### src/slpm_defines.vh
// register offsets, field positions and reset values for the position monitor
`ifndef SLPM_DEFINES_VH
`define SLPM_DEFINES_VH
`define SLPM_ADDR_CTRL 5'h00
`define SLPM_ADDR_CW1 5'h01
`define SLPM_ADDR_CW2 5'h02
`define SLPM_ADDR_SW1 5'h03
`define SLPM_ADDR_SW2 5'h04
`define SLPM_ADDR_DIAG 5'h05
`define SLPM_ADDR_UP0 5'h06
`define SLPM_ADDR_LO0 5'h07
`define SLPM_ADDR_UP1 5'h08
`define SLPM_ADDR_LO1 5'h09
`define SLPM_ADDR_RESP 5'h0a
`define SLPM_ADDR_POS 5'h0b
`define SLPM_ADDR_IRQST 5'h0c
`define SLPM_ADDR_IRQMSK 5'h0d
`define SLPM_ADDR_ENREQ 5'h0e
// fields of the safety function enable word
`define SLPM_EN_LPM 1
`define SLPM_EN_SYNC 3
// control word bits
`define SLPM_CW_SEL 6
`define SLPM_CW_RANGE 19
// status word bits
`define SLPM_SW_ACTIVE 6
`define SLPM_SW_RANGE 19
`define SLPM_SW_SAFEPOS 23
`define SLPM_SW_UPOK 30
`define SLPM_SW_LOOK 31
// ctrl register fields
`define SLPM_CTRL_ACK 0
`define SLPM_CTRL_TG30 1
`define SLPM_CTRL_FSI 2
`define SLPM_CTRL_REF 3
`define SLPM_CTRL_COMMFAIL 4
`define SLPM_CTRL_POWERON 5
// interrupt status bits
`define SLPM_IRQ_VIOL 0
`define SLPM_IRQ_CFG 1
`define SLPM_IRQ_RETRACT 2
// stop response threshold for delayed pulse suppression
`define SLPM_RESP_DELAYED 8'h0a
`define SLPM_RESP_RESET 8'h01
`define SLPM_RESP_A 8'h00
`define SLPM_RESP_E 8'h04
`define SLPM_RESP_DA 8'h0a
`define SLPM_RESP_DE 8'h0e
`define SLPM_ENREQ_RESET 32'h0000_0000
`endif

### src/slpm_monitor.v
// limited position monitor with axi4-lite register slave
`timescale 1ns/10ps
`include "slpm_defines.vh"
module slpm_monitor #(
    parameter POS_W = 32
) (
    input wire aclk, // 200 mhz clock
    input wire aresetn, // synchronous reset, active low
    input wire [6:0] s_axi_awaddr, // write address
    input wire s_axi_awvalid, // write address valid
    output wire s_axi_awready, // write address ready
    input wire [31:0] s_axi_wdata, // write data
    input wire [3:0] s_axi_wstrb, // write byte strobes
    input wire s_axi_wvalid, // write data valid
    output wire s_axi_wready, // write data ready
    output reg [1:0] s_axi_bresp, // write response
    output reg s_axi_bvalid, // write response valid
    input wire s_axi_bready, // write response ready
    input wire [6:0] s_axi_araddr, // read address
    input wire s_axi_arvalid, // read address valid
    output wire s_axi_arready, // read address ready
    output reg [31:0] s_axi_rdata, // read data
    output reg [1:0] s_axi_rresp, // read response
    output reg s_axi_rvalid, // read data valid
    input wire s_axi_rready, // read data ready
    input wire [POS_W-1:0] position, // safe actual position
    input wire failsafe_input_select, // selection terminal
    input wire failsafe_input_range, // range terminal
    input wire retract_input_select, // retract terminal
    output reg stop_request, // stop response active
    output reg [7:0] stop_category, // stop category to apply
    output reg limit_message, // limit violation message
    output reg config_fault, // monitor with synchronization fault
    output reg retract_reaction, // retract on communication loss
    output reg retract_active, // retraction under way
    output reg direction_monitor_pos, // select positive direction
    output reg direction_monitor_neg, // select negative direction
    output reg failsafe_output_active, // safe state monitor active
    output wire irq // level interrupt
);
    // overview: software loads the limit pairs, the stop response and
    // the enables, then raises the power-on level; the control words
    // or the terminals then select the monitor and the range. while
    // selected and safely referenced, the position is compared with
    // the active pair on every clock. a crossing is latched and drives
    // stop_request and limit_message until an acknowledge arrives with
    // the position back inside the active pair or the monitor
    // deselected. retraction, started from the terminal, deselects the
    // monitor and points the direction monitor at the permitted side.

    // register map, byte address is four times the word index:
    //   0x00 control: acknowledge pulse, short telegram, terminal
    //        control, safely referenced, bus loss, power-on level
    //   0x04 first safety control word, 0x08 second control word
    //   0x0c and 0x10 safety status words, read only
    //   0x14 diagnostics, read only
    //   0x18 to 0x24 upper and lower limits of range one and two
    //   0x28 stop response, 0x2c live position, read only
    //   0x30 interrupt status, write one to clear, 0x34 its mask
    //   0x38 enables that take effect at the next power-on; any nonzero word gates bus loss retract at once
    // unmapped words answer with a slave error and change nothing
    reg [31:0] ctrl; // control and command bits
    reg [31:0] cw1; // first safety control word
    reg [31:0] cw2; // second safety control word
    reg [31:0] enreq; // enables waiting for power-on
    reg [31:0] enables; // live enables, copied at power-on
    reg [POS_W-1:0] up0; // upper limit, range one
    reg [POS_W-1:0] lo0; // lower limit, range one
    reg [POS_W-1:0] up1; // upper limit, range two
    reg [POS_W-1:0] lo1; // lower limit, range two
    reg [7:0] resp; // configured stop response
    reg [2:0] irq_status; // sticky events
    reg [2:0] irq_mask; // events allowed onto irq
    // monitor state
    reg latched; // limit violation held until acknowledged
    reg viol_upper; // last violation was on the upper limit
    reg retract_prev; // retract pin one clock back
    reg power_prev; // power-on level one clock back
    // write channel holding registers
    reg aw_held; // write address taken, waiting
    reg w_held; // write data taken, waiting
    reg [6:0] aw_addr; // held write address
    reg [31:0] w_data; // held write data
    reg [3:0] w_strb; // held byte strobes

    // merge byte lanes into an old word
    function [31:0] merge;
        input [31:0] old;
        input [31:0] data;
        input [3:0] strb;
        integer i;
        begin
            merge = old;
            for (i = 0; i < 4; i = i + 1) begin
                if (strb[i]) begin
                    merge[i*8 +: 8] = data[i*8 +: 8];
                end
            end
        end
    endfunction

    // byte address to word index; the low two bits are ignored since
    // every register is one aligned word
    function [4:0] word_idx;
        input [6:0] addr;
        begin
            word_idx = addr[6:2];
        end
    endfunction

    // control source and selection decode
    // the control bits are plain levels, so they act on the next clock
    wire tg30 = ctrl[`SLPM_CTRL_TG30];
    wire via_fsi = ctrl[`SLPM_CTRL_FSI];
    wire referenced = ctrl[`SLPM_CTRL_REF];
    wire comm_fail = ctrl[`SLPM_CTRL_COMMFAIL];
    wire enabled = enables[`SLPM_EN_LPM];
    wire bus_sel = cw1[`SLPM_CW_SEL] | cw2[`SLPM_CW_SEL];
    // telegram 30 forces range one
    wire bus_range = tg30 ? 1'b0 : cw2[`SLPM_CW_RANGE];
    // one source only: mixing bus and terminal commands would let a
    // stale control word keep the monitor selected
    wire sel = enabled & (via_fsi ? failsafe_input_select
                                  : bus_sel);
    // retraction deselects the monitor while it runs
    wire selected = sel & ~retract_active;
    wire range = via_fsi ? failsafe_input_range : bus_range;
    wire active = selected & referenced;
    wire [POS_W-1:0] up_lim = range ? up1 : up0;
    wire [POS_W-1:0] lo_lim = range ? lo1 : lo0;
    // plain comparisons, no hysteresis
    // a position jittering on a limit makes these flags toggle each
    // sample; a filter here would hide a real crossing for a while
    // the limits are inclusive: sitting on a limit is still allowed
    wire up_ok = ~($signed(position) > $signed(up_lim));
    wire lo_ok = ~($signed(position) < $signed(lo_lim));
    wire violation = active & ~(up_ok & lo_ok);
    // acknowledge clears only when the cause has gone
    wire ack_ok = ~violation | ~selected;
    // a rising retract pin while a violation is held starts retraction;
    // it is only honoured under terminal control and once referenced,
    // since a direction monitor needs a trusted position
    wire retract_start = via_fsi & retract_input_select & ~retract_prev &
                         latched & referenced;

    wire [6:0] diag = {lo_ok, up_ok, referenced, range & active,
                       active, range, sel};
    // status words; the short telegram keeps only bit 6, as it has no
    // room for the range and limit feedback
    wire [31:0] sw2 = tg30 ? {25'h0, active, 6'h00} :
        ({31'h0, 1'b0} |
         ({31'h0, active} << `SLPM_SW_ACTIVE) |
         ({31'h0, active & range} << `SLPM_SW_RANGE) |
         ({31'h0, referenced} << `SLPM_SW_SAFEPOS) |
         ({31'h0, up_ok} << `SLPM_SW_UPOK) |
         ({31'h0, lo_ok} << `SLPM_SW_LOOK));
    // the first status word carries only the active bit
    wire [31:0] sw1 = {25'h0, active, 6'h00};

    // axi handshake: hold each channel until both have arrived
    // address and data may come in either order; the register update
    // waits for both and for the previous response to be taken, so a
    // slow bready stalls the next write rather than losing a response
    // reads answer one clock after the address is taken
    assign s_axi_awready = ~aw_held;
    assign s_axi_wready = ~w_held;
    assign s_axi_arready = ~s_axi_rvalid;
    wire wr_go = aw_held & w_held & ~s_axi_bvalid;
    wire [4:0] wr_idx = word_idx(aw_addr);
    wire ack_write = wr_go && wr_idx == `SLPM_ADDR_CTRL &&
                     w_strb[0] && w_data[`SLPM_CTRL_ACK];
    // interrupt events and the software clear of the sticky bits
    wire irq_wr = wr_go && wr_idx == `SLPM_ADDR_IRQST && w_strb[0];
    wire [2:0] irq_clear = irq_wr ? w_data[2:0] : 3'h0;
    wire [2:0] irq_set = {retract_start, config_fault, violation};

    // register writes and monitor state
    always @(posedge aclk) begin
        if (!aresetn) begin
            // every register has a defined value after reset
            ctrl <= 32'h0;
            cw1 <= 32'h0;
            cw2 <= 32'h0;
            enreq <= `SLPM_ENREQ_RESET;
            enables <= `SLPM_ENREQ_RESET;
            up0 <= {POS_W{1'b0}};
            lo0 <= {POS_W{1'b0}};
            up1 <= {POS_W{1'b0}};
            lo1 <= {POS_W{1'b0}};
            resp <= `SLPM_RESP_RESET;
            irq_mask <= 3'h0;
            irq_status <= 3'h0;
            aw_held <= 1'b0;
            w_held <= 1'b0;
            aw_addr <= 7'h0;
            w_data <= 32'h0;
            w_strb <= 4'h0;
            s_axi_bvalid <= 1'b0;
            s_axi_bresp <= 2'b00;
            // monitor state: no violation held, no retraction
            latched <= 1'b0;
            viol_upper <= 1'b0;
            retract_prev <= 1'b0;
            retract_active <= 1'b0;
            power_prev <= 1'b0;
            config_fault <= 1'b0;
        end else begin
            if (s_axi_awvalid && !aw_held) begin
                aw_held <= 1'b1;
                aw_addr <= s_axi_awaddr;
            end
            if (s_axi_wvalid && !w_held) begin
                w_held <= 1'b1;
                w_data <= s_axi_wdata;
                w_strb <= s_axi_wstrb;
            end
            if (s_axi_bvalid && s_axi_bready) begin
                s_axi_bvalid <= 1'b0;
            end
            if (wr_go) begin
                aw_held <= 1'b0;
                w_held <= 1'b0;
                s_axi_bvalid <= 1'b1;
                s_axi_bresp <= 2'b00;
                // the word lands the edge after both halves are held
                case (wr_idx)
                    `SLPM_ADDR_CTRL: ctrl <= merge(ctrl, w_data, w_strb);
                    `SLPM_ADDR_CW1: cw1 <= merge(cw1, w_data, w_strb);
                    `SLPM_ADDR_CW2: cw2 <= merge(cw2, w_data, w_strb);
                    `SLPM_ADDR_UP0: up0 <= merge(up0, w_data, w_strb);
                    `SLPM_ADDR_LO0: lo0 <= merge(lo0, w_data, w_strb);
                    `SLPM_ADDR_UP1: up1 <= merge(up1, w_data, w_strb);
                    `SLPM_ADDR_LO1: lo1 <= merge(lo1, w_data, w_strb);
                    `SLPM_ADDR_RESP: begin
                        if (w_strb[0]) begin
                            resp <= w_data[7:0];
                        end
                    end
                    `SLPM_ADDR_ENREQ:
                        enreq <= merge(enreq, w_data, w_strb);
                    `SLPM_ADDR_IRQMSK: begin
                        if (w_strb[0]) begin
                            irq_mask <= w_data[2:0];
                        end
                    end
                    // read-only words and the w1c status take no plain write
                    `SLPM_ADDR_IRQST, `SLPM_ADDR_SW1, `SLPM_ADDR_SW2,
                    `SLPM_ADDR_DIAG, `SLPM_ADDR_POS: ;
                    default: s_axi_bresp <= 2'b10;
                endcase
            end
            // acknowledge is a self-clearing command bit
            // one clock long, so a held bit cannot clear a later violation
            if (!ack_write) begin
                ctrl[`SLPM_CTRL_ACK] <= 1'b0;
            end
            // new enables only land on a rising power-on level
            // a level held high must not copy the enables again
            power_prev <= ctrl[`SLPM_CTRL_POWERON];
            if (ctrl[`SLPM_CTRL_POWERON] && !power_prev) begin
                enables <= enreq;
                config_fault <= enreq[`SLPM_EN_LPM] &
                                enreq[`SLPM_EN_SYNC];
            end
            // violation latch; bare acknowledge keeps drive held
            // the set wins every cycle the crossing stands, so an
            // acknowledge during a violation is lost on purpose
            if (violation) begin
                latched <= 1'b1;
                viol_upper <= ~up_ok;
            end else if (ctrl[`SLPM_CTRL_ACK] && ack_ok) begin
                latched <= 1'b0;
            end
            // retract input edges; only the start edge needs failsafe input control
            retract_prev <= retract_input_select;
            if (retract_start) begin
                retract_active <= 1'b1;
            end else if (!retract_input_select && retract_prev) begin
                retract_active <= 1'b0;
            end
            // interrupt status: a set beats a same-cycle clear
            irq_status <= (irq_status & ~irq_clear) | irq_set;
        end
    end
    assign irq = |(irq_status & irq_mask);

    // stop response and message outputs
    always @(posedge aclk) begin
        if (!aresetn) begin
            stop_request <= 1'b0;
            stop_category <= 8'h00;
            limit_message <= 1'b0;
            retract_reaction <= 1'b0;
            direction_monitor_pos <= 1'b0;
            direction_monitor_neg <= 1'b0;
            failsafe_output_active <= 1'b0;
        end else begin
            // a held violation keeps the drive stopped after the position
            // returns, until an acknowledge is accepted
            // a configuration fault has its own pin and no stop here
            stop_request <= latched | violation;
            stop_category <= resp;
            limit_message <= latched | violation;
            // bus loss retract only with delayed response
            retract_reaction <= comm_fail & active & (|enreq) &
                                (resp >= `SLPM_RESP_DELAYED);
            // lower crossing retracts upward, upper one downward
            direction_monitor_pos <= retract_active & ~viol_upper;
            direction_monitor_neg <= retract_active & viol_upper;
            // the safe output follows the same referenced active level
            failsafe_output_active <= active;
        end
    end

    // read channel, one cycle answer
    // read data is captured once and held while rvalid waits
    always @(posedge aclk) begin
        if (!aresetn) begin
            s_axi_rvalid <= 1'b0;
            s_axi_rdata <= 32'h0;
            s_axi_rresp <= 2'b00;
        end else if (s_axi_rvalid) begin
            if (s_axi_rready) begin
                s_axi_rvalid <= 1'b0;
            end
        end else if (s_axi_arvalid) begin
            s_axi_rvalid <= 1'b1;
            s_axi_rresp <= 2'b00;
            case (word_idx(s_axi_araddr))
                `SLPM_ADDR_CTRL: s_axi_rdata <= ctrl;
                `SLPM_ADDR_CW1: s_axi_rdata <= cw1;
                `SLPM_ADDR_CW2: s_axi_rdata <= cw2;
                `SLPM_ADDR_SW1: s_axi_rdata <= sw1;
                `SLPM_ADDR_SW2: s_axi_rdata <= sw2;
                `SLPM_ADDR_DIAG: s_axi_rdata <= {23'h0, latched,
                                                 config_fault, diag};
                `SLPM_ADDR_UP0: s_axi_rdata <= up0;
                `SLPM_ADDR_LO0: s_axi_rdata <= lo0;
                `SLPM_ADDR_UP1: s_axi_rdata <= up1;
                `SLPM_ADDR_LO1: s_axi_rdata <= lo1;
                `SLPM_ADDR_RESP: s_axi_rdata <= {24'h0, resp};
                `SLPM_ADDR_POS: s_axi_rdata <= position;
                `SLPM_ADDR_IRQST: s_axi_rdata <= {29'h0, irq_status};
                `SLPM_ADDR_IRQMSK: s_axi_rdata <= {29'h0, irq_mask};
                `SLPM_ADDR_ENREQ: s_axi_rdata <= enreq;
                // unmapped words read as zero with a slave error
                default: begin
                    s_axi_rdata <= 32'h0;
                    s_axi_rresp <= 2'b10;
                end
            endcase
        end
    end
endmodule // slpm_monitor

### config.mk
export PLATFORM = sky130hd
export DESIGN_NAME = slpm_monitor
export DESIGN_NICKNAME = d
export VERILOG_FILES = /design/src/slpm_monitor.v
export VERILOG_INCLUDE_DIRS = /design/src
export SDC_FILE = /design/constraint.sdc
export NUM_CORES = 1
export LEC_CHECK = 0
export BUFFER_PORTS_ARGS = -buffer_cell sky130_fd_sc_hd__buf_2
export CAP_MARGIN = 20
export CELL_PAD_IN_SITES_DETAIL_PLACEMENT = 2
export CELL_PAD_IN_SITES_GLOBAL_PLACEMENT = 2
export CORE_MARGIN = 2
export CORE_UTILIZATION = 40
export DETAILED_ROUTE_END_ITERATION = 16
export PLACE_DENSITY_LB_ADDON = 0.25
export RECOVER_POWER = 100
export SLEW_MARGIN = 5
export SYNTH_ARGS = -nofsm -noshare
export SYNTH_HDL_FRONTEND = slang
export SYNTH_SLANG_ARGS = --single-unit
### constraint.sdc
create_clock -name aclk -period 7.2 [get_ports aclk]
set_clock_uncertainty 0.2 [all_clocks]
set_input_delay 1.44 -clock aclk [delete_from_list [all_inputs] [get_ports aclk]]
set_output_delay 1.44 -clock aclk [all_outputs]
set_load 0.05 [all_outputs]
; Word-level counts from Yosys, hierarchy flattened
; Cells that the tools add are included.
[totals]
out_inout_bits = 58
in_bits = 92
ff_bits = 374
[classes]
magnitude_cmp = 3
reduce_logical = 61
muxes = 19
bitwise_logic = 42
eq_ne = 28
[ops]
columns = op, count
row1 = 32-bit one-hot mux with 15 select lines, 1
row2 = 3-bit AND reduction, 34
row3 = 32-bit two-way mux, 3
row4 = 5-bit by 4-bit == test with 1-bit output (second input constant), 14
row5 = 5-bit by 3-bit == test with 1-bit output (second input constant), 8
row6 = 32-bit > comparator, 1
row7 = 32-bit < comparator, 1
row8 = 31-bit by 32-bit OR with 32-bit output, 1
row9 = 32-bit OR reduction, 1
row10 = 24-bit by 31-bit OR with 31-bit output, 1
row11 = 15-bit OR reduction, 2
row12 = 20-bit by 24-bit OR with 24-bit output, 1
row13 = 5-bit by 2-bit == test with 1-bit output (second input constant), 4
row14 = 7-bit by 20-bit OR with 20-bit output, 1
row15 = 1-bit bitwise AND, 18
row16 = 1-bit NOT, 13
row17 = 1-bit two-way mux, 12
row18 = 1-bit logical AND, 11
row19 = 5-bit by 1-bit == test with 1-bit output (second input constant), 2
row20 = 5-bit logical NOT, 2
row21 = 8-bit by 4-bit >= comparator with 1-bit output (second input constant), 1
row22 = 3-bit bitwise AND, 2
row23 = 2-bit nonzero test, 3
row24 = 1-bit logical NOT, 4
row25 = other kinds (8), 12

; Logic depth before layout (Yosys ltp)
; Gate-level depths: netlist of the first run.
[logic_depth]
word_depth = 13
mapped_depth = 13
mapped_depth_nobuf = 11

; Least setup slack after synthesis of the first run
; No wires, ideal clock.
[synth_path]
path_kind = input to register
from = input failsafe_input_range
to = register s_axi_rdata[5]
t_arrival_ps = 4447
slack_ps = 2414
n_path_buf = 2
required_ps = 6861
stages = 13
cell_sequence = and2_1 -> clkbuf_1 -> nor2_1 -> clkbuf_1 -> mux2i_1 -> ha_1 -> a211oi_1 -> nor2_1 -> a2111oi_0 -> o22ai_1 -> a31oi_1 -> nand2b_1 -> a311oi_1
[synth_between]
elab_chain_cells = 5
[synth_rtl]
columns = element, line
row1 = from (decl), slpm_monitor.v:28  ; input wire failsafe_input_range,
row2 = 1-bit two-way mux, slpm_monitor.v:127  ; wire range = via_fsi ? failsafe_input_range : bus_range;
row3 = 32-bit two-way mux, slpm_monitor.v:129  ; wire [POS_W-1:0] up_lim = range ? up1 : up0;
row4 = 32-bit > comparator, slpm_monitor.v:135  ; wire up_ok = ~($signed(position) > $signed(up_lim));
row5 = 1-bit NOT, slpm_monitor.v:135
row6 = 32-bit one-hot mux with 15 select lines, slpm_monitor.v:329  ; case (word_idx(s_axi_araddr))
row7 = to (signal assigned), slpm_monitor.v:330  ; `SLPM_ADDR_CTRL: s_axi_rdata <= ctrl;
row8 = to (signal assigned), slpm_monitor.v:331  ; `SLPM_ADDR_CW1: s_axi_rdata <= cw1;
row9 = to (signal assigned), slpm_monitor.v:332  ; `SLPM_ADDR_CW2: s_axi_rdata <= cw2;
row10 = to (decl), slpm_monitor.v:22  ; output reg [31:0] s_axi_rdata,
; Every way passes these cells.
; A chain may end at the register's enable or synchronous reset.

; Worst setup path in the final report of the first run
[layout_path]
from = input aresetn
to = register s_axi_rdata[31]
[layout_lines]
columns = element, line
row1 = from (decl), slpm_monitor.v:8  ; input wire aresetn,
; No word-level cell between the ends.

==> metrics.txt, run 1 <==
status finished with violations; failing checks capacitance limit, slew limit; switching fraction of total power 0.248; Resized Gates After CTS 0; most frequent cells in the layout dfxtp_1 (369), mux2i_1 (292), nor2_1 (291); layout cells sized above 1 0.100; peak supply drop 139 µV; area growth from synthesis to layout 14.8%; largest family of logic cells by synthesized area multiplexers; Post-CTS Setup Repair Bufs 0; P_leak 8.13 nW; Startpoint Class input pin; XOR/XNOR share of the synthesized area 0.000517; register area share after synthesis 0.436; post-synthesis register bit count 369; Die H 210 µm; final core occ 0.465; FMAX 175 MHz; Pwr per Cell Area 238 nW/µm²; library cells used by synthesis 60; hpwl dp 45600 µm; Num CTS Buffers 42; CP cell instances clkbuf_1, inv_8, clkbuf_2, a2111oi_0; Switching Power 1.15 mW; Starting DRT DRC Count 1213; Async SR Flop Fraction 0; clk slew on worst S/H paths 60 ps; Remaining DRCs 0; TritonRoute pass-1 iters 8; total track usage 0.321; complex-gate fraction of the synthesized area 0.147; CTS Sinks 369; routed len/inst 28.2 µm; Crit Path Class input pin to register; largest net degree at the start of global routing 164; Nets 2121; Final Worst Setup Slack 1480 ps; fin crit share 0.794; Starting Density 0.405; maximum fanout along the worst path 163; Clock Power Share 0.485; Syn Area/Cell 8.99 µm²; overflow left after global routing 0; io pins 150; crit-path max cell delay 1970 ps; Cell Area, Synth 17000 µm²; Post-synth EDFFs 0; first-pass GRT wire length 107000 µm; most common cell after layout, fill and taps aside dfxtp_1; Sequential Power Share 0.455; overall die width 210 µm; TNS Setup 0 ps; Final Critical Period 5720 ps; input/output buffers 143; TritonCTS clock tree done; internal power component 3.48 mW; RSZ-0062 raised after global routing false; clock latency on the worst-skew pair 580 ps; number of cell rows 75; Worst EP arrival 5910 ps; Core Area 41900 µm²; final wirelength 71400 µm; total number of vias 15600; die area 44000 µm²; number of global-route vias before repair 16900; Routability Congestion 0.856; # setup viols final 0; Post-CTS Hold Buffers 0; Critical Path End Type register; slowest cell on the critical path clkbuf_2; Setup Slack @ Placement 1490 ps; Routed Antenna Nets 0; initial antenna violation count 1; max_slew headroom -1.45; Combinational Power Share 0.060; worst min-delay path class register to register; Top FF cell, synth dfxtp_1; root buf cell clkbuf_16; area share of fa/ha/maj cells after synthesis 0.0465; worst-margin pin slew 3670 ps; simple-gate share of the synthesized area 0.161; Final Hold Viols 0; # diodes 0; Slew Limit Fails 274; H-tree Lvls 2; Synthesis Warnings 0; CP required 7400 ps; Clock Path Buffers 3; max cap viols 4; post-synthesis mux area share 0.173; fill cell total of the finished layout 4542; Vias/cell 6.16; Gate Count Post-Synth 1885
## logic make-up (layout without fill, tap and decap cells)
kind of cell,count (synthesis),count (layout)
compound gates,367,367
buf+inv,156,266
simple gates,635,635
xor+xnor,1,1
flops,369,369
fa+ha+maj,63,63
other cells,1,2
mux,293,293
## critical path, delay by kind of cell
family | cells | cell delay [ps]
buffers and inverters | 3 | 3350
AOI/OAI and AO/OA | 1 | 1010
## synthesized netlist by cell type, types with 5 or more instances
cell type / number / area, µm²
a22oi_1: 63 / 473
inv_1: 12 / 45.0
ha_1: 63 / 788
nand3_1: 65 / 325
nor3_1: 11 / 55.1
a222oi_1: 26 / 260
nor2_1: 298 / 1120
mux2i_1: 292 / 2920
nor4_1: 11 / 68.8
dfxtp_1: 369 / 7390
o21ai_0: 27 / 135
clkbuf_1: 119 / 447
buf_2: 21 / 105
nand2b_1: 9 / 56.3
nand2_1: 180 / 676
a31oi_1: 17 / 106
a22o_1: 26 / 228
and2_1: 16 / 100
and3_1: 5 / 31.3
a221oi_1: 28 / 245
a21oi_1: 142 / 711
a211oi_1: 9 / 67.6
nand4_1: 15 / 93.8
## sequential cells by signal, summed over array words and instances (netlist names), 3 cells and up
name / cells
lo0: 32
irq_mask: 3
up1: 32
irq_status: 3
up0: 32
s_axi_rdata: 32
w_strb: 4
enreq: 32
w_data: 32
ctrl: 32
cw1: 32
cw2: 32
stop_category: 8
aw_addr: 5
lo1: 32
resp: 8
## per-stage QoR
stage               hold WS [ps]  power (mW)  cells  instance area, µm²
floorplan                    203        2.28   1886               17000
global placement             216        2.40   2456               18100
detailed placement           230        2.42   2457               18100
CTS                          240        4.66   2531               19500
global route                 273        4.77   2535               19500
finish                       241        4.63   2535               19500
## cell type report
type	instances	area (µm²)	area share
multi-input cells	1361	9010	0.463
flip-flops and latches	369	7390	0.380
clock buffers	63	1250	0.0644
repair buffers	179	925	0.0475
well taps	539	674	0.0346
clock inverters	11	161	0.00829
inverters	13	56.3	0.00289
## power groups by stage
stage / clock [mW] / combinational [mW] / sequential [mW]
6_report: 2.25 / 0.277 / 2.10
5_1_grt: 2.37 / 0.294 / 2.11
4_1_cts: 2.28 / 0.276 / 2.10
3_5_place_dp: 0 / 0.271 / 2.15
3_3_place_gp: 0 / 0.259 / 2.15
2_1_floorplan: 0 / 0.165 / 2.12
## final timing paths
kind	startpoint	endpoint	slack, ps	cells after the start
worst min register to register	viol_upper	direction_monitor_pos	240	1
worst max register to register	cw2[19]	s_axi_rdata[31]	2210	11
worst min-delay path	viol_upper	direction_monitor_pos	240	1
worst max-delay path	aresetn	s_axi_rdata[31]	1480	4
## routing by layer
layer	part of all wire	track usage
met1	0.43	0.409
met2	0.48	0.544
met3	0.057	0.0563
met4	0.037	0.119
met5	0.00018	0
Power figures use the tool's default switching activity.
==> run 2, diff against run 1 <==
--- a/config.mk
+++ b/config.mk
@@ -6,12 +6,13 @@
 export SDC_FILE = /design/constraint.sdc
 export NUM_CORES = 1
 export LEC_CHECK = 0
+export ABC_AREA = 1
 export BUFFER_PORTS_ARGS = -buffer_cell sky130_fd_sc_hd__buf_2
 export CAP_MARGIN = 20
 export CELL_PAD_IN_SITES_DETAIL_PLACEMENT = 2
 export CELL_PAD_IN_SITES_GLOBAL_PLACEMENT = 2
 export CORE_MARGIN = 2
-export CORE_UTILIZATION = 40
+export CORE_UTILIZATION = 34
 export DETAILED_ROUTE_END_ITERATION = 16
 export PLACE_DENSITY_LB_ADDON = 0.25
 export RECOVER_POWER = 100
==> constraint.sdc (replaced) <==
create_clock -name aclk -period 5.9 [get_ports aclk]
set_clock_uncertainty 0.2 [all_clocks]
set_input_delay 1.18 -clock aclk [delete_from_list [all_inputs] [get_ports aclk]]
set_output_delay 1.18 -clock aclk [all_outputs]
set_load 0.05 [all_outputs]
==> run 2 against run 1 <==
The flow still finishes with violations (capacitance limit, slew limit). Critical path depth is 17 higher. Total power increased by 24%. First-iteration DRC count decreased by 2.7%. Via count is 14% higher. Worst hold slack got worse by 6.6 ps. Combinational power increased by 39%. Clock power rose by 23%. Count of clock-buffer cells in the layout rose by 1. Wire length grew 5.3%. Die area rose by 18%. Highest routed layer is now met4.
==> metrics.txt, run 2 <==
Final Critical Period 4820 ps; routed len/inst 23.8 µm (-15%); post-synth top area share 0.433 (-0.00303); hold path start ctrl[5]; leading area contributor after synthesis dfxtp_1; FMAX 207 MHz; input/output buffers 143 (unchanged); Core Area 49900 µm² (+19%); CP dominant cell by count nand2_1; Starting Density 0.342 (-0.0627); Slew Limit Fails 278 (+1.5%); # setup viols final 0 (unchanged); Cell Area, Synth 17100 µm² (+0.70%); post-synthesis register bit count 369 (unchanged); Top delay family on crit path buffers and inverters; Worst path depth 21 (+17); Die H 228 µm (+8.7%); root buf cell clkbuf_16; Syn Area/Cell 7.18 µm² (-20%); CTS Sinks 369 (unchanged); maximum fanout along the worst path 21 (-87%); initial antenna violation count 1 (unchanged); Num CTS Buffers 44 (+4.8%); crit-path max cell delay 640 ps (-1330 ps); TritonCTS clock tree done; register area share after synthesis 0.433 (-0.00303); most common cell after layout, fill and taps aside nor2_1; first-pass GRT wire length 114000 µm (+6.7%); worst path bufs/invs 5 (+2); peak supply drop 169 µV (+22%); Synth area leaders dfxtp_1 (43%), o21ai_0 (12%), nor2_1 (9.9%), a21oi_1 (6.7%), nand2_1 (5.5%); Final Hold Viols 0 (unchanged); Gate Count Post-Synth 2379 (+26%); Async SR Flop Fraction 0 (unchanged); clk slew on worst S/H paths 60 ps (about the same); Routability Congestion 0.912 (+6.6%); Starting DRT DRC Count 1180 (-2.7%); status finished with violations; TNS Setup 0 ps (unchanged); Post-CTS Setup Repair Bufs 0 (unchanged); library cells used by synthesis 42 (-30%); Worst EP arrival 5100 ps (-810 ps); Total Power 5.74 mW (+24%); Post-synth EDFFs 0 (unchanged); worst-margin pin slew 2040 ps (-1630 ps); worst min-delay path class register to register; RSZ-0062 raised after global routing false; r2r startpoint cw2[19]; Routed Antenna Nets 0 (unchanged); io pins 150 (unchanged); most frequent cell after synthesis nor2_1; Top FF cell, synth dfxtp_1; Post-synth top cells nor2_1 (449), o21ai_0 (406), dfxtp_1 (369); R2R cell count 20 (+9); Clock Path Buffers 3 (unchanged); die area 52000 µm² (+18%); hpwl dp 51900 µm (+14%); Startpoint Class input pin; overall die width 228 µm (+8.7%); failing checks capacitance limit, slew limit; slowest cell on the critical path clkbuf_1; final wirelength 75200 µm (+5.3%); Pwr per Cell Area 293 nW/µm² (+23%); P_leak 7.94 nW (-2.4%); H-tree Lvls 2 (unchanged); Crit Path Class input pin to register; Post-CTS Hold Buffers 0 (unchanged); number of cell rows 82 (+9.3%); Vias/cell 5.61 (-8.8%); Resized Gates After CTS 0 (unchanged); Synthesis Warnings 0 (unchanged); number of global-route vias before repair 18800 (+11%); overflow left after global routing 0 (unchanged); CP cell instances clkbuf_1, inv_1, nand2_1, nand2_1, inv_1, clkbuf_1, o21ai_0, ha_1, nand2_1, o21ai_0, nand3_1, nand2_1, nand2_1, a21oi_1, nor2_1, nand3_1, nand3_1, nand2_1, o21ai_0, nand2_1, inv_1; layout cells sized above 1 0.0825 (-0.0177); Nets 2608 (+23%); total track usage 0.283 (-0.0381); hold path cells 2 (+1); most frequent cells in the layout nor2_1 (451), o21ai_0 (409), dfxtp_1 (369); total number of vias 17700 (+14%); area growth from synthesis to layout 14.7%; Critical Path End Type register; clock latency on the worst-skew pair 600 ps (+20 ps); max cap viols 5 (+1); max_slew headroom -0.362 (+1.09); Remaining DRCs 0 (unchanged); TritonRoute pass-1 iters 5 (-3); CP required 6180 ps (-1220 ps); largest net degree at the start of global routing 112 (-32%); Crit. Startpoint failsafe_input_range; fin crit share 0.817
## run 2: cell count changes in the layout (fill, tap and decap cells not counted), sizes merged, moves of 16 or more
cell / before / now
nand2: 180 / 251
a221oi: 28 / 53
a222oi: 26 / 0
a22o: 26 / 2
mux2i: 292 / 2
a22oi: 63 / 2
and2: 16 / 0
nor2: 299 / 463
a21oi: 143 / 229
inv: 13 / 231
o21ai: 28 / 409
## run 2: worst register-to-register path: stages, from the launching register on
cell      delay, ps
dfxtp_1         560
nand2_1         100
nand2_1          90
nand2_1         110
inv_1           560
clkbuf_1        660
o21ai_0         220
ha_1            330
nand2_1          80
o21ai_0         200
nand3_1         100
nand2_1          70
nand2_1          70
a21oi_1         270
nor2_1          120
nand3_1         150
nand3_1         150
nand2_1         240
o21ai_0         160
nand2_1          90
inv_1            60
## run 2: power breakdown
| part | internal (mW) | switching, mW | leakage (nW) |
|---|---|---|---|
| sequential | 2.52 | 0.0675 | 2.98 |
| clock | 1.61 | 1.15 | 0.714 |
| combinational | 0.0994 | 0.285 | 4.24 |
## run 2: area by class of cell
class | count | area, µm²
repair buffers | 171 | 850
multi-input cells | 1636 | 8200
fillers | 5976 | 30300
clock buffers | 64 | 1300
well taps | 672 | 841
diodes | 1 | 2.50
flip-flops and latches | 369 | 7390
inverters | 231 | 867
clock inverters | 14 | 131
## run 2: metrics by stage
| step | setup slack, ps | hold WS, ps | area [µm²] | instances | utilization |
|---|---|---|---|---|---|
| 2_1_floorplan | 2130 | 207 | 17100 | 2380 | - |
| 3_3_place_gp | 1130 | 210 | 18300 | 3079 | 0.367 |
| 3_5_place_dp | 1050 | 226 | 18300 | 3079 | 0.367 |
| 4_1_cts | 1640 | 238 | 19700 | 3157 | 0.395 |
| 5_1_grt | 658 | 256 | 19600 | 3157 | 0.393 |
| 6_report | 1080 | 235 | 19600 | 3158 | 0.393 |
## run 2: kinds of logic after synthesis
family | share of synthesized area
compound gates | 0.240
simple gates | 0.194
fa+ha+maj | 0.0462
mux | 0.00117
buf+inv | 0.0859
flops | 0.433
other cells | 0.000220
## run 2: path summary, 6_finish.rpt
check	endpoint	slack [ps]
max	latched	1080
min	power_prev	230
max reg2reg	latched	1200
min reg2reg	power_prev	230
## run 2: routing by layer
metal,track usage,routed length [µm],part of all wire
met5,0,0,0
met1,0.368,33100,0.44
met2,0.481,36100,0.48
met3,0.0368,3510,0.047
met4,0.0991,2460,0.033
